--- config.mk ---
export PLATFORM = sky130hd
export DESIGN_NAME = bas_sequencer
export DESIGN_NICKNAME = d
export VERILOG_FILES = /design/src/bas_fifo.v /design/src/bas_sequencer.v
export VERILOG_INCLUDE_DIRS = /design/src
export SDC_FILE = /design/constraint.sdc
export NUM_CORES = 1
export LEC_CHECK = 0
export BUFFER_PORTS_ARGS = -buffer_cell sky130_fd_sc_hd__buf_2
export CORE_ASPECT_RATIO = 0.7
export CORE_MARGIN = 2
export CORE_UTILIZATION = 40
export CTS_BUF_LIST = sky130_fd_sc_hd__clkbuf_2 sky130_fd_sc_hd__clkbuf_4 sky130_fd_sc_hd__clkbuf_8
export DETAILED_ROUTE_END_ITERATION = 10
export PLACE_DENSITY = 0.59
export SETUP_SLACK_MARGIN = 0.4
export SYNTH_ARGS = -nofsm -noshare
export SYNTH_HDL_FRONTEND = slang
export SYNTH_SLANG_ARGS = --single-unit
--- constraint.sdc ---
create_clock -name clk -period 3.7 [get_ports clk]
set_input_delay 0.74 -clock clk [delete_from_list [all_inputs] [get_ports clk]]
set_output_delay 0.74 -clock clk [all_outputs]
set_load 0.02 [all_outputs]
--- src/bas_regs.vh ---
// Constants for the backplane agent cycle sequencer
`ifndef BAS_REGS_VH
`define BAS_REGS_VH

// Sequencer states
`define BAS_ST_IDLE 3'h0
`define BAS_ST_RESOLVE 3'h1
`define BAS_ST_ACQUIRE 3'h2
`define BAS_ST_REQUEST 3'h3
`define BAS_ST_OWNREPLY 3'h4
`define BAS_ST_RXREPLY 3'h5
`define BAS_ST_SIGNAL 3'h6
`define BAS_ST_RECOVER 3'h7

// Address space codes on the bus
`define BAS_SP_MEM 2'h0
`define BAS_SP_IO 2'h1
`define BAS_SP_MSG 2'h2
`define BAS_SP_ICN 2'h3

// Message space holds 255 addresses, 1 to 255
`define BAS_MSG_LAST 8'hff
`define BAS_MSG_FIRST 8'h01
// Interconnect space: slot number carried in the address
`define BAS_ICN_SLOT_MSB 15
`define BAS_ICN_SLOT_LSB 11

// Host-side windows for message and interconnect spaces
`define BAS_HOST_MSG_PAGE 24'hfffe00
`define BAS_HOST_ICN_PAGE 16'hfffd

// Timing, in ns, and clock period
`define BAS_CLK_PERIOD_NS 10
`define BAS_RESOLVE_NS 60
`define BAS_SIGNAL_NS 30
`define BAS_CNT_W 8

// Identifier capture after reset release (sync pipeline fill first)
`define BAS_ID_SLOT_CYC 2'h2
`define BAS_ID_ARB_CYC 2'h3

// Synchroniser: width and idle value (active-low lines idle high)
`define BAS_SYNC_W 51
`define BAS_SYNC_IDLE 51'h7_0000_0000_0000

// Transmit FIFO entry: data plus last flag
`define BAS_FIFO_DEPTH 32
`define BAS_DATA_W 32

`endif

--- src/bas_fifo.v ---
// Synchronous FIFO with valid/ready on both sides
`default_nettype none

module bas_fifo #(
  parameter WIDTH = 33,
  parameter DEPTH = 32
) (
  input wire clk,
  input wire rst_n,
  input wire [WIDTH-1:0] inData,
  input wire inValid,
  output wire inReady,
  output wire [WIDTH-1:0] outData,
  output wire outValid,
  input wire outReady
);
  localparam AW = $clog2(DEPTH);

  reg [WIDTH-1:0] mem [0:DEPTH-1];
  reg [AW-1:0] wrPtr_ff;
  reg [AW-1:0] rdPtr_ff;
  reg [AW:0] count_ff;
  wire doPush;
  wire doPop;

  ////////////////////////////////////////////////////////////////
  // Full and empty come straight from the count, so both are exact
  assign inReady = (count_ff != DEPTH[AW:0]);
  assign outValid = (count_ff != {(AW+1){1'b0}});
  assign doPush = inValid & inReady;
  assign doPop = outValid & outReady;
  assign outData = mem[rdPtr_ff];

  // Storage has no reset; pointers and count are the control state
  always @(posedge clk) begin
    if (doPush) begin
      mem[wrPtr_ff] <= inData;
    end
  end

  // Pointers wrap naturally, so depth must be a power of two
  always @(posedge clk) begin
    if (!rst_n) begin
      wrPtr_ff <= {AW{1'b0}};
      rdPtr_ff <= {AW{1'b0}};
      count_ff <= {(AW+1){1'b0}};
    end else begin
      if (doPush) begin
        wrPtr_ff <= wrPtr_ff + 1'b1;
      end
      if (doPop) begin
        rdPtr_ff <= rdPtr_ff + 1'b1;
      end
      if (doPush && !doPop) begin
        count_ff <= count_ff + 1'b1;
      end else if (doPop && !doPush) begin
        count_ff <= count_ff - 1'b1;
      end
    end
  end
endmodule // bas_fifo

`default_nettype wire

--- src/bas_sequencer.v ---
// Backplane bus agent: arbitration, transfer and exception sequencer
// Contract
// RL1: Agent presents memory, I/O, message and interconnect address spaces.
// RL2: Message space offers 255 addresses for inter-agent messages.
// RL3: Message blocks move at full bandwidth without processor per-word supervision.
// RL4: Interconnect space is reached by backplane slot number.
// RL5: Central services give initialization and timeout detection; may configure agents.
// RL6: Host memory window maps message and interconnect spaces; decode makes selects.
// RL7: Arbitration is resolution then acquisition; the winner starts a transfer.
// RL8: Transfer is request phase with address/control, then handshaked reply phase.
// RL9: Reply phase repeats until the owner ends the transfer.
// RL10: An exception from any agent aborts every arbitration or transfer in progress.
// RL11: Recovery lets exception lines go inactive; arbitration resumes the clock after.
// RL12: Data path is 32 bits and supports burst transfers.
// RL13: Agent asserts shared request line and samples it for other contenders. The sequencer drives it while resolving but never reads the synchronised line.
// RL14: Arbitration id driven on five lines; at reset they give slot and id.
// RL15: Parity error seen during a transfer drives the bus error line.
// RL16: Central services drive bus timeout when a cycle overruns its limit.
// RL17: After an abort, drivers release and no request until recovery ends.
// RL18: Resolution is abandoned on seeing a higher competing arbitration id.
`include "bas_regs.vh"
`default_nettype none

module bas_sequencer #(
  parameter DATA_W = `BAS_DATA_W,
  parameter FIFO_DEPTH = `BAS_FIFO_DEPTH
) (
  input wire clk,
  input wire rst_n,
  input wire sharedBusRequestNIn,
  output wire sharedBusRequestNOut,
  output wire sharedBusRequestNOe,
  input wire [4:0] arbitrationIdLinesIn,
  output wire [4:0] arbitrationIdLinesOut,
  output wire [4:0] arbitrationIdLinesOe,
  input wire busErrorNIn,
  output wire busErrorNOut,
  output wire busErrorNOe,
  input wire busTimeoutNIn,
  input wire startIn,
  input wire [1:0] spaceIn,
  input wire writeIn,
  input wire eotIn,
  input wire ownerRdyIn,
  input wire [DATA_W-1:0] adIn,
  input wire [3:0] parIn,
  output reg startOut,
  output reg [1:0] spaceOut,
  output reg writeOut,
  output reg eotOut,
  output reg ownerRdyOut,
  output reg [DATA_W-1:0] adOut,
  output wire [3:0] parOut,
  output wire ownerLinesOe,
  input wire replierRdyIn,
  output wire replierRdyOut,
  output wire replierRdyOe,
  input wire xferReq,
  input wire [DATA_W-1:0] xferAddr,
  input wire [1:0] xferSpace,
  output wire xferAck,
  input wire [DATA_W-1:0] txData,
  input wire txLast,
  input wire txValid,
  output wire txReady,
  output reg [DATA_W-1:0] rxData,
  output reg [1:0] rxSpace,
  output reg rxLast,
  output reg rxValid,
  input wire rxReady,
  input wire [DATA_W-1:0] hostAddr,
  input wire hostIo,
  output reg csMem,
  output reg csIo,
  output reg csMsg,
  output reg csIcn,
  output reg [4:0] slotId,
  output reg [4:0] arbId,
  output reg idReady,
  output reg xferDone,
  output reg exceptionSeen,
  output wire [2:0] state
);
  localparam [`BAS_CNT_W-1:0] RESOLVE_CYC =
    (`BAS_RESOLVE_NS + `BAS_CLK_PERIOD_NS - 1) / `BAS_CLK_PERIOD_NS;
  localparam [`BAS_CNT_W-1:0] SIGNAL_CYC =
    (`BAS_SIGNAL_NS + `BAS_CLK_PERIOD_NS - 1) / `BAS_CLK_PERIOD_NS;

  reg [`BAS_SYNC_W-1:0] sync1_ff;
  reg [`BAS_SYNC_W-1:0] sync2_ff;
  reg [2:0] state_ff;
  reg [2:0] nxt_state;
  reg [`BAS_CNT_W-1:0] cnt_ff;
  reg [1:0] idCnt_ff;
  reg phase_ff;
  reg drvErr_ff;
  reg rrdy_ff;
  reg [DATA_W-1:0] addr_ff;
  wire sBreqN, sErrN, sToN, sStart, sWr, sEot, sOrdy, sRrdy;
  wire [4:0] sArb;
  wire [1:0] sSpace;
  wire [DATA_W-1:0] sAd;
  wire [3:0] sPar;
  wire [3:0] calcPar;
  wire exc;
  wire parErr;
  wire rxHit;
  wire [DATA_W:0] fifoOut;
  wire fifoValid;
  wire fifoPop;

  ////////////////////////////////////////////////////////////////
  // Every bus pin passes two flops; only the second stage is read
  always @(posedge clk) begin
    if (!rst_n) begin
      sync1_ff <= `BAS_SYNC_IDLE;
      sync2_ff <= `BAS_SYNC_IDLE;
    end else begin
      sync1_ff <= {sharedBusRequestNIn, busErrorNIn, busTimeoutNIn, arbitrationIdLinesIn,
                   startIn, spaceIn, writeIn, eotIn, ownerRdyIn, replierRdyIn, adIn, parIn};
      sync2_ff <= sync1_ff;
    end
  end
  assign {sBreqN, sErrN, sToN, sArb, sStart, sSpace, sWr, sEot, sOrdy, sRrdy, sAd, sPar} =
    sync2_ff;

  // Byte parity, one generator per lane, shared by sending and checking
  genvar g;
  generate
    for (g = 0; g < 4; g = g + 1) begin : gPar
      assign calcPar[g] = ^((state_ff == `BAS_ST_RXREPLY) ? sAd[8*g+7:8*g] : adOut[8*g+7:8*g]);
    end
  endgenerate
  assign parOut = calcPar;
  assign parErr = (calcPar != sPar);

  // Error or timeout from anyone aborts what we are doing
  assign exc = !sErrN || !sToN; // [RL10] [RL16]
  // Accept writes in our message range or interconnect slot, and any memory or I/O write
  assign rxHit = sStart && sWr && (((sSpace == `BAS_SP_MSG) &&
                 (sAd[7:0] >= `BAS_MSG_FIRST) && (sAd[7:0] <= `BAS_MSG_LAST)) || // [RL2]
                 ((sSpace == `BAS_SP_ICN) &&
                 (sAd[`BAS_ICN_SLOT_MSB:`BAS_ICN_SLOT_LSB] == slotId)) || // [RL4]
                 (sSpace == `BAS_SP_MEM) || (sSpace == `BAS_SP_IO)); // [RL1]

  ////////////////////////////////////////////////////////////////
  // Transmit words wait here; an empty FIFO stalls the reply phase
  bas_fifo #(
    .WIDTH(DATA_W + 1),
    .DEPTH(FIFO_DEPTH)
  ) uFifo (
    .clk(clk),
    .rst_n(rst_n),
    .inData({txLast, txData}),
    .inValid(txValid),
    .inReady(txReady),
    .outData(fifoOut),
    .outValid(fifoValid),
    .outReady(fifoPop)
  );
  assign fifoPop = (state_ff == `BAS_ST_OWNREPLY) && !phase_ff && ownerRdyOut && sRrdy;

  ////////////////////////////////////////////////////////////////
  // Slot then arbitration id are read off the arbitration lines after reset
  always @(posedge clk) begin
    if (!rst_n) begin
      idCnt_ff <= 2'h0;
      slotId <= 5'h00;
      arbId <= 5'h00;
      idReady <= 1'b0;
    end else if (!idReady) begin
      idCnt_ff <= idCnt_ff + 2'h1;
      if (idCnt_ff == `BAS_ID_SLOT_CYC) begin
        slotId <= sArb; // [RL14]
      end
      if (idCnt_ff == `BAS_ID_ARB_CYC) begin
        arbId <= sArb; // [RL14]
        idReady <= 1'b1;
      end
    end
  end

  ////////////////////////////////////////////////////////////////
  // Cycle sequencer; exception has priority over every other move
  always @* begin
    nxt_state = state_ff;
    case (state_ff)
      `BAS_ST_IDLE: begin
        if (exc) begin
          nxt_state = `BAS_ST_SIGNAL;
        end else if (rxHit) begin
          nxt_state = `BAS_ST_RXREPLY;
        end else if (xferReq && idReady) begin
          nxt_state = `BAS_ST_RESOLVE; // [RL13]
        end
      end
      `BAS_ST_RESOLVE: begin
        if (exc) begin
          nxt_state = `BAS_ST_SIGNAL; // [RL10]
        end else if (sArb > arbId) begin
          nxt_state = `BAS_ST_IDLE; // [RL18]
        end else if (cnt_ff == RESOLVE_CYC) begin
          nxt_state = `BAS_ST_ACQUIRE; // [RL7]
        end
      end
      `BAS_ST_ACQUIRE: begin
        nxt_state = exc ? `BAS_ST_SIGNAL : `BAS_ST_REQUEST; // [RL7]
      end
      `BAS_ST_REQUEST: begin
        nxt_state = exc ? `BAS_ST_SIGNAL : `BAS_ST_OWNREPLY; // [RL8]
      end
      `BAS_ST_OWNREPLY: begin
        if (exc) begin
          nxt_state = `BAS_ST_SIGNAL;
        end else if (phase_ff && !sRrdy && eotOut) begin
          nxt_state = `BAS_ST_IDLE; // [RL9]
        end
      end
      `BAS_ST_RXREPLY: begin
        if (exc || drvErr_ff) begin
          nxt_state = `BAS_ST_SIGNAL;
        end else if (rxLast && rxValid && rxReady && !sOrdy) begin
          nxt_state = `BAS_ST_IDLE;
        end
      end
      `BAS_ST_SIGNAL: begin
        if (!drvErr_ff && cnt_ff >= SIGNAL_CYC) begin
          nxt_state = `BAS_ST_RECOVER;
        end
      end
      `BAS_ST_RECOVER: begin
        // Leave only once both exception lines are seen inactive
        if (!exc) begin
          nxt_state = `BAS_ST_IDLE; // [RL11]
        end
      end
      default: begin
        nxt_state = `BAS_ST_IDLE;
      end
    endcase
  end

  // State, counters and handshake phases
  always @(posedge clk) begin
    if (!rst_n) begin
      state_ff <= `BAS_ST_IDLE;
      cnt_ff <= {`BAS_CNT_W{1'b0}};
      phase_ff <= 1'b0;
      drvErr_ff <= 1'b0;
      rrdy_ff <= 1'b0;
      addr_ff <= {DATA_W{1'b0}};
      xferDone <= 1'b0;
      exceptionSeen <= 1'b0;
    end else begin
      state_ff <= nxt_state;
      xferDone <= (state_ff == `BAS_ST_OWNREPLY) && (nxt_state == `BAS_ST_IDLE);
      exceptionSeen <= (nxt_state == `BAS_ST_SIGNAL) && (state_ff != `BAS_ST_SIGNAL);
      cnt_ff <= (nxt_state != state_ff) ? {`BAS_CNT_W{1'b0}} : cnt_ff + 1'b1;
      if (state_ff == `BAS_ST_IDLE) begin
        addr_ff <= xferAddr;
      end
      // Owner: four-phase handshake, data held until replier answers
      if (state_ff == `BAS_ST_OWNREPLY) begin
        if (!phase_ff && fifoPop) begin
          phase_ff <= 1'b1;
        end else if (phase_ff && !sRrdy) begin
          phase_ff <= 1'b0;
        end
      end else if (state_ff != `BAS_ST_RXREPLY) begin
        phase_ff <= 1'b0;
      end
      // Replier: answer owner ready as soon as rxValid is clear, in the cycle the word is captured
      if (state_ff == `BAS_ST_RXREPLY) begin
        if (sOrdy && !rrdy_ff && !rxValid) begin
          rrdy_ff <= 1'b1;
          phase_ff <= 1'b1;
          drvErr_ff <= parErr; // [RL15]
        end else if (!sOrdy) begin
          rrdy_ff <= 1'b0;
        end
      end else begin
        rrdy_ff <= 1'b0;
      end
      // Error line held for the signal phase, then released
      if (state_ff == `BAS_ST_SIGNAL && cnt_ff >= SIGNAL_CYC) begin
        drvErr_ff <= 1'b0; // [RL11]
      end
    end
  end

  // Owner-side line drivers, loaded from flops
  always @(posedge clk) begin
    if (!rst_n) begin
      startOut <= 1'b0;
      spaceOut <= `BAS_SP_MEM;
      writeOut <= 1'b0;
      eotOut <= 1'b0;
      ownerRdyOut <= 1'b0;
      adOut <= {DATA_W{1'b0}};
    end else begin
      startOut <= (nxt_state == `BAS_ST_REQUEST); // [RL8]
      writeOut <= (nxt_state == `BAS_ST_REQUEST) || (nxt_state == `BAS_ST_OWNREPLY);
      if (nxt_state == `BAS_ST_REQUEST) begin
        adOut <= addr_ff;
        spaceOut <= xferSpace;
        eotOut <= 1'b0;
      end else if (state_ff == `BAS_ST_OWNREPLY && !phase_ff && !ownerRdyOut && !sRrdy &&
                   fifoValid) begin
        adOut <= fifoOut[DATA_W-1:0]; // [RL12] [RL3]
        eotOut <= fifoOut[DATA_W]; // [RL9]
        ownerRdyOut <= 1'b1;
      end else if (fifoPop || nxt_state != `BAS_ST_OWNREPLY) begin
        ownerRdyOut <= 1'b0;
      end
    end
  end

  // Received words go to the host; valid holds until taken
  always @(posedge clk) begin
    if (!rst_n) begin
      rxData <= {DATA_W{1'b0}};
      rxSpace <= `BAS_SP_MEM;
      rxLast <= 1'b0;
      rxValid <= 1'b0;
    end else begin
      if (state_ff == `BAS_ST_IDLE && rxHit) begin
        rxSpace <= sSpace;
      end
      if (state_ff == `BAS_ST_RXREPLY && sOrdy && !rrdy_ff && !rxValid && !parErr) begin
        rxData <= sAd; // [RL3]
        rxLast <= sEot;
        rxValid <= 1'b1;
      end else if (rxReady) begin
        rxValid <= 1'b0;
      end
    end
  end

  // Host address decode into the four spaces
  always @(posedge clk) begin
    if (!rst_n) begin
      csMem <= 1'b0;
      csIo <= 1'b0;
      csMsg <= 1'b0;
      csIcn <= 1'b0;
    end else begin
      csMsg <= !hostIo && (hostAddr[DATA_W-1:8] == `BAS_HOST_MSG_PAGE); // [RL6]
      csIcn <= !hostIo && (hostAddr[DATA_W-1:16] == `BAS_HOST_ICN_PAGE); // [RL6]
      csMem <= !hostIo && (hostAddr[DATA_W-1:8] != `BAS_HOST_MSG_PAGE) &&
               (hostAddr[DATA_W-1:16] != `BAS_HOST_ICN_PAGE);
      csIo <= hostIo;
    end
  end

  ////////////////////////////////////////////////////////////////
  // Open-drain drivers; all released outside our own phases
  assign sharedBusRequestNOut = 1'b0;
  assign sharedBusRequestNOe = (state_ff == `BAS_ST_RESOLVE); // [RL13] [RL17]
  assign arbitrationIdLinesOut = arbId;
  assign arbitrationIdLinesOe = (state_ff == `BAS_ST_RESOLVE) ? arbId : 5'h00; // [RL14]
  assign busErrorNOut = 1'b0;
  assign busErrorNOe = drvErr_ff; // [RL15]
  assign ownerLinesOe = (state_ff == `BAS_ST_REQUEST) ||
                        (state_ff == `BAS_ST_OWNREPLY); // [RL17]
  assign replierRdyOut = rrdy_ff;
  assign replierRdyOe = (state_ff == `BAS_ST_RXREPLY);
  assign xferAck = (state_ff == `BAS_ST_ACQUIRE);
  assign state = state_ff;
endmodule // bas_sequencer

`default_nettype wire

==> tab_implementation.tex <==
\begin{tabular}{lr}
\hline
Metric & Value \\
\hline
\multicolumn{2}{l}{\textbf{Run status}} \\
Result of the run & finished clean \\
\multicolumn{2}{l}{\textbf{Setup path}} \\
Reg2reg path depth & 14 \\
Series of cell instances along the critical path & or4\_4, or3\_4, and3\_4, inv\_4, ha\_4, inv\_2, ha\_1, a21o\_1, a21oi\_2, o21bai\_1, a21oi\_1, xnor2\_1, or3\_1, a21boi\_1 \\
RR Endpoint & uFifo.count\_ff[5]\$\_SDFFE\_PN0P\_ \\
Category of the worst setup path launch point & flip-flop \\
Register-to-register setup slack & 0.49 ns \\
Slowest stage delay, CP & 0.55 ns \\
Required time at the worst-slack endpoint & 4.49 ns \\
Source of the worst register-to-register timing path & uFifo.count\_ff[4]\$\_SDFFE\_PN0P\_ \\
Arr. time, crit path & approximately 4.0 ns \\
Sort of element at the end of the critical path & flip-flop \\
Worst setup path category & flip-flop to flip-flop \\
Cell with the biggest individual delay on the critical path & sky130\_fd\_sc\_hd\_\_or4\_4 \\
Largest driver fanout on the critical path & 5 \\
\multicolumn{2}{l}{\textbf{STA}} \\
Setup TNS & 0 ns \\
F\_max & 311.7 MHz \\
Final setup fails & 0 \\
Unrepaired setup endpoints after global routing & true \\
Post-route minimum period & 3.209 ns \\
Worst Clk Skew & between 0.04 and 0.05 ns \\
Relative slew slack & 51.31\% \\
Final worst-path cycle share & between 80\% and 90\% \\
Transition time of the tightest slew-check pin & 0.7209 ns \\
Number of pins exceeding their max-slew limit in the final report & 0 \\
Final Hold Viols & 0 \\
\multicolumn{2}{l}{\textbf{Global route}} \\
Via count of the first global-routing pass & between 20000 and 30000 \\
Initial antenna violation count & 6 \\
GRT Overall Usage & 20.01\% \\
Global-route wire length before repair & 186100 um \\
Pin count of the biggest net entering global routing & 153 \\
Remaining global-route overflow & 0 \\
\multicolumn{2}{l}{\textbf{Yosys}} \\
Post-synthesis instance area & slightly above 50000 sq um \\
Sequential share of the synthesized area & about three quarters \\
Number of instances in the synthesized netlist & roughly 2600 \\
Count of distinct cell types in the synthesized netlist & 61 \\
Fraction of registers with async set/reset & 0\% \\
Predominant post-synthesis flop cell & sky130\_fd\_sc\_hd\_\_edfxtp\_1 \\
Post-synth EDFFs & about 1100 \\
Number of warnings issued by yosys & 0 \\
Post-synthesis average cell area & 19.18 sq um \\
\#FFs+latches synth & between 1000 and 1500 \\
\multicolumn{2}{l}{\textbf{Worst hold path}} \\
Hold crit path type & input port to flip-flop \\
Beginning of the worst hold path & adIn[29] \\
Cell depth of the worst hold path & 2 \\
Worst min-delay path endpoint & sync1\_ff[33]\$\_SDFF\_PN0\_ \\
\multicolumn{2}{l}{\textbf{Floorplanning}} \\
Horizontal extent of the die & 427.7 um \\
Overall die height & around 300 um \\
Full die area & 128600 sq um \\
I/O pin count & roughly 270 \\
Initial core utilization & 40.44\% \\
Core outline area & 124300 sq um \\
Number of core rows & between 100 and 150 \\
\multicolumn{2}{l}{\textbf{Power}} \\
Internal power summed over all cells & 0.02369 W \\
Fraction of power spent switching nets & 25.58\% \\
Part of the total power dissipated in sequential elements & 52.5\% \\
Power density cells & 542.1 nW/um\^{}2 \\
Combinational fraction of design power & 11.5\% \\
Worst-case vdd ir drop & 0.3998 mV \\
Total Power Consumption & 0.03183 W \\
Share of power burned in the clock network & roughly 36\% \\
Power spent charging and discharging nets & 0.008141 W \\
Leak pwr & 19.08 nW \\
\multicolumn{2}{l}{\textbf{CTS}} \\
Cts bufs inserted & between 150 and 200 \\
Root Driver & sky130\_fd\_sc\_hd\_\_clkbuf\_8 \\
Clock tree from TritonCTS & yes \\
Worst-skew pair later-pin latency & 0.89 ns \\
H-tree depth reported by CTS & 4 \\
Clock transition at the register clock pins on the worst setup and hold paths after CTS & 0.06 ns \\
Maximum buffer depth of the clock tree & 3 \\
Clock sink count & 1316 \\
\multicolumn{2}{l}{\textbf{Final layout}} \\
Ratio of cells with drive above 1 in the final layout & 33.34\% \\
Top library cells by usage in the layout, fill and taps aside & 1056 x sky130\_fd\_sc\_hd\_\_edfxtp\_1, 330 x sky130\_fd\_sc\_hd\_\_mux4\_2, 260 x sky130\_fd\_sc\_hd\_\_buf\_2 \\
Final std cells w/o fill & roughly 4900 \\
Most common cell after layout, fill and taps aside & sky130\_fd\_sc\_hd\_\_edfxtp\_1 \\
Nets@finish & 3253 \\
Synth-to-Final Area Change & 16.78\% \\
\multicolumn{2}{l}{\textbf{Route}} \\
Avg Vias per Cell & 5.424 \\
Pre-Repair DR Iteration Count & 5 \\
Detail-routed net length per standard cell & 26.32 um \\
Routed WL & 128500 um \\
Drt first-iter violations & 3195 \\
ANT nets after route & 0 \\
Routed via count & 26480 \\
Count of unresolved DRC violations after routing & 0 \\
\multicolumn{2}{l}{\textbf{Placed design}} \\
Cells after DPL & 4500 \\
RD Place Congestion & 0.8272 \\
Estimated wirelength of the detail-placed design & about 80000 um \\
Count of buffers inserted at the top-level ports & 261 \\
\multicolumn{2}{l}{\textbf{Run}} \\
Number of max-cap violations & 0 \\
\hline
\end{tabular}
## area by class of cell
class | count | area [sq um]
Clock buffer | 281 | 3411
Timing Repair Buffer | 412 | 2929
Multi-Input combinational cell | 1140 | 12950
Fill cell | 10400 | 65610
Clock inverter | 59 | 337.8
Antenna cell | 5 | 12.51
Inverter | 19 | 73.82
Sequential cell | 1316 | 36940
Tap cell | 1650 | 2064
## through the flow
stage / cell area, sq um / worst slack (ns) / utilization (%) / hold slack, ns
after detailed placement: 54520 / 0.1283 / 43.86 / 0.3988
after floorplan: 50280 / 0.4141 / - / 0.3863
after CTS: 58660 / 0.3999 / 47.19 / 0.00006362
final: 58710 / 0.4913 / 47.23 / 0.1020
after global placement: 54520 / 0.1647 / 43.86 / 0.4007
after global routing: 58710 / 0.3932 / 47.22 / 0.05629
## cells by family after synthesis
kind of cell               share of synthesized area, %
buffers and inverters                             1.448
AOI/OAI and AO/OA                                 1.891
DFF                                               73.42
muxes                                             16.34
and+or+nand+nor                                   4.918
adders and majority gates                        0.5127
xor gates and xnor gates                          1.463
other                                          0.007459
## power groups by stage
stage	clock, W	sequential (W)	combinational [W]
after global routing	0.0123	0.0167	0.00395
final	0.0115	0.0167	0.00367
after floorplan	0	0.0171	0.00199
after detailed placement	0	0.0170	0.00354
after CTS	0.0117	0.0167	0.00365
after global placement	0	0.0170	0.00345
## synthesized netlist by cell type (all sizes together) (36+ instances only)
| master | count | area share, % |
|---|---|---|
| buf | 51 | 0.58 |
| mux4 | 330 | 15 |
| a21boi | 36 | 0.54 |
| clkbuf | 97 | 0.73 |
| and2 | 116 | 1.4 |
| xnor2 | 71 | 1.2 |
| dfxtp | 260 | 10 |
| nor2b | 48 | 0.60 |
| nor2 | 86 | 0.64 |
| mux2i | 78 | 1.6 |
| edfxtp | 1056 | 63 |
| nand2 | 169 | 1.3 |
## registers in the layout (all words and copies together) (netlist names), 3 cells and up, named ones only
signal and flops:
uFifo.mem 1056, cnt_ff 8, adOut 32, state 3, rxData 32, uFifo.wrPtr_ff 5
sync1_ff 50, sync2_ff 50, arbId 5, uFifo.count_ff 6, addr_ff 32, slotId 5
uFifo.rdPtr_ff 5
## metal layers
layer | vias to the layer above | track usage, % | part of all wire [%]
li1 | 11270 | - | -
met1 | 14110 | 30.09 | 46
met2 | 926 | 30.07 | 46
met3 | 177 | 3.419 | 6.3
met4 | 2 | 5.714 | 1.9
met5 | - | 0 | 0.0054
## worst max-delay path by stage
stage	slack [ns]	startpoint	endpoint	cells after the start
after global placement	0.16	uFifo.count_ff[1]$_SDFFE_PN0P_	uFifo.count_ff[5]$_SDFFE_PN0P_	14
after global routing	0.39	state[2]$_SDFF_PN0_	parOut[3]	5
after detailed placement	0.13	uFifo.count_ff[1]$_SDFFE_PN0P_	uFifo.count_ff[5]$_SDFFE_PN0P_	14
after floorplan	0.41	state[2]$_SDFF_PN0_	uFifo.count_ff[5]$_SDFFE_PN0P_	16
after CTS	0.40	uFifo.count_ff[1]$_SDFFE_PN0P_	uFifo.count_ff[5]$_SDFFE_PN0P_	14
final	0.49	uFifo.count_ff[4]$_SDFFE_PN0P_	uFifo.count_ff[5]$_SDFFE_PN0P_	14
## critical path, delay by kind of cell (launching register included)
family,cells,cell delay [ns]
DFF,1,0.33
and+or+nand+nor,4,1.40
buffers and inverters,2,0.13
adders and majority gates,2,0.42
AOI/OAI and AO/OA,5,0.73
xor gates and xnor gates,1,0.09
## repair_timing
item | CTS | global route
hold buffers | 33 | 0
endpoints found under the setup margin | 2 | 4
pin swaps | 4 | 5
hold endpoints to repair | 33 | 0
resized for setup | 11 | 6
setup buffers | 3 | 1
gates cloned | 0 | 0
No activity file was read; power rests on OpenSTA's default activity.
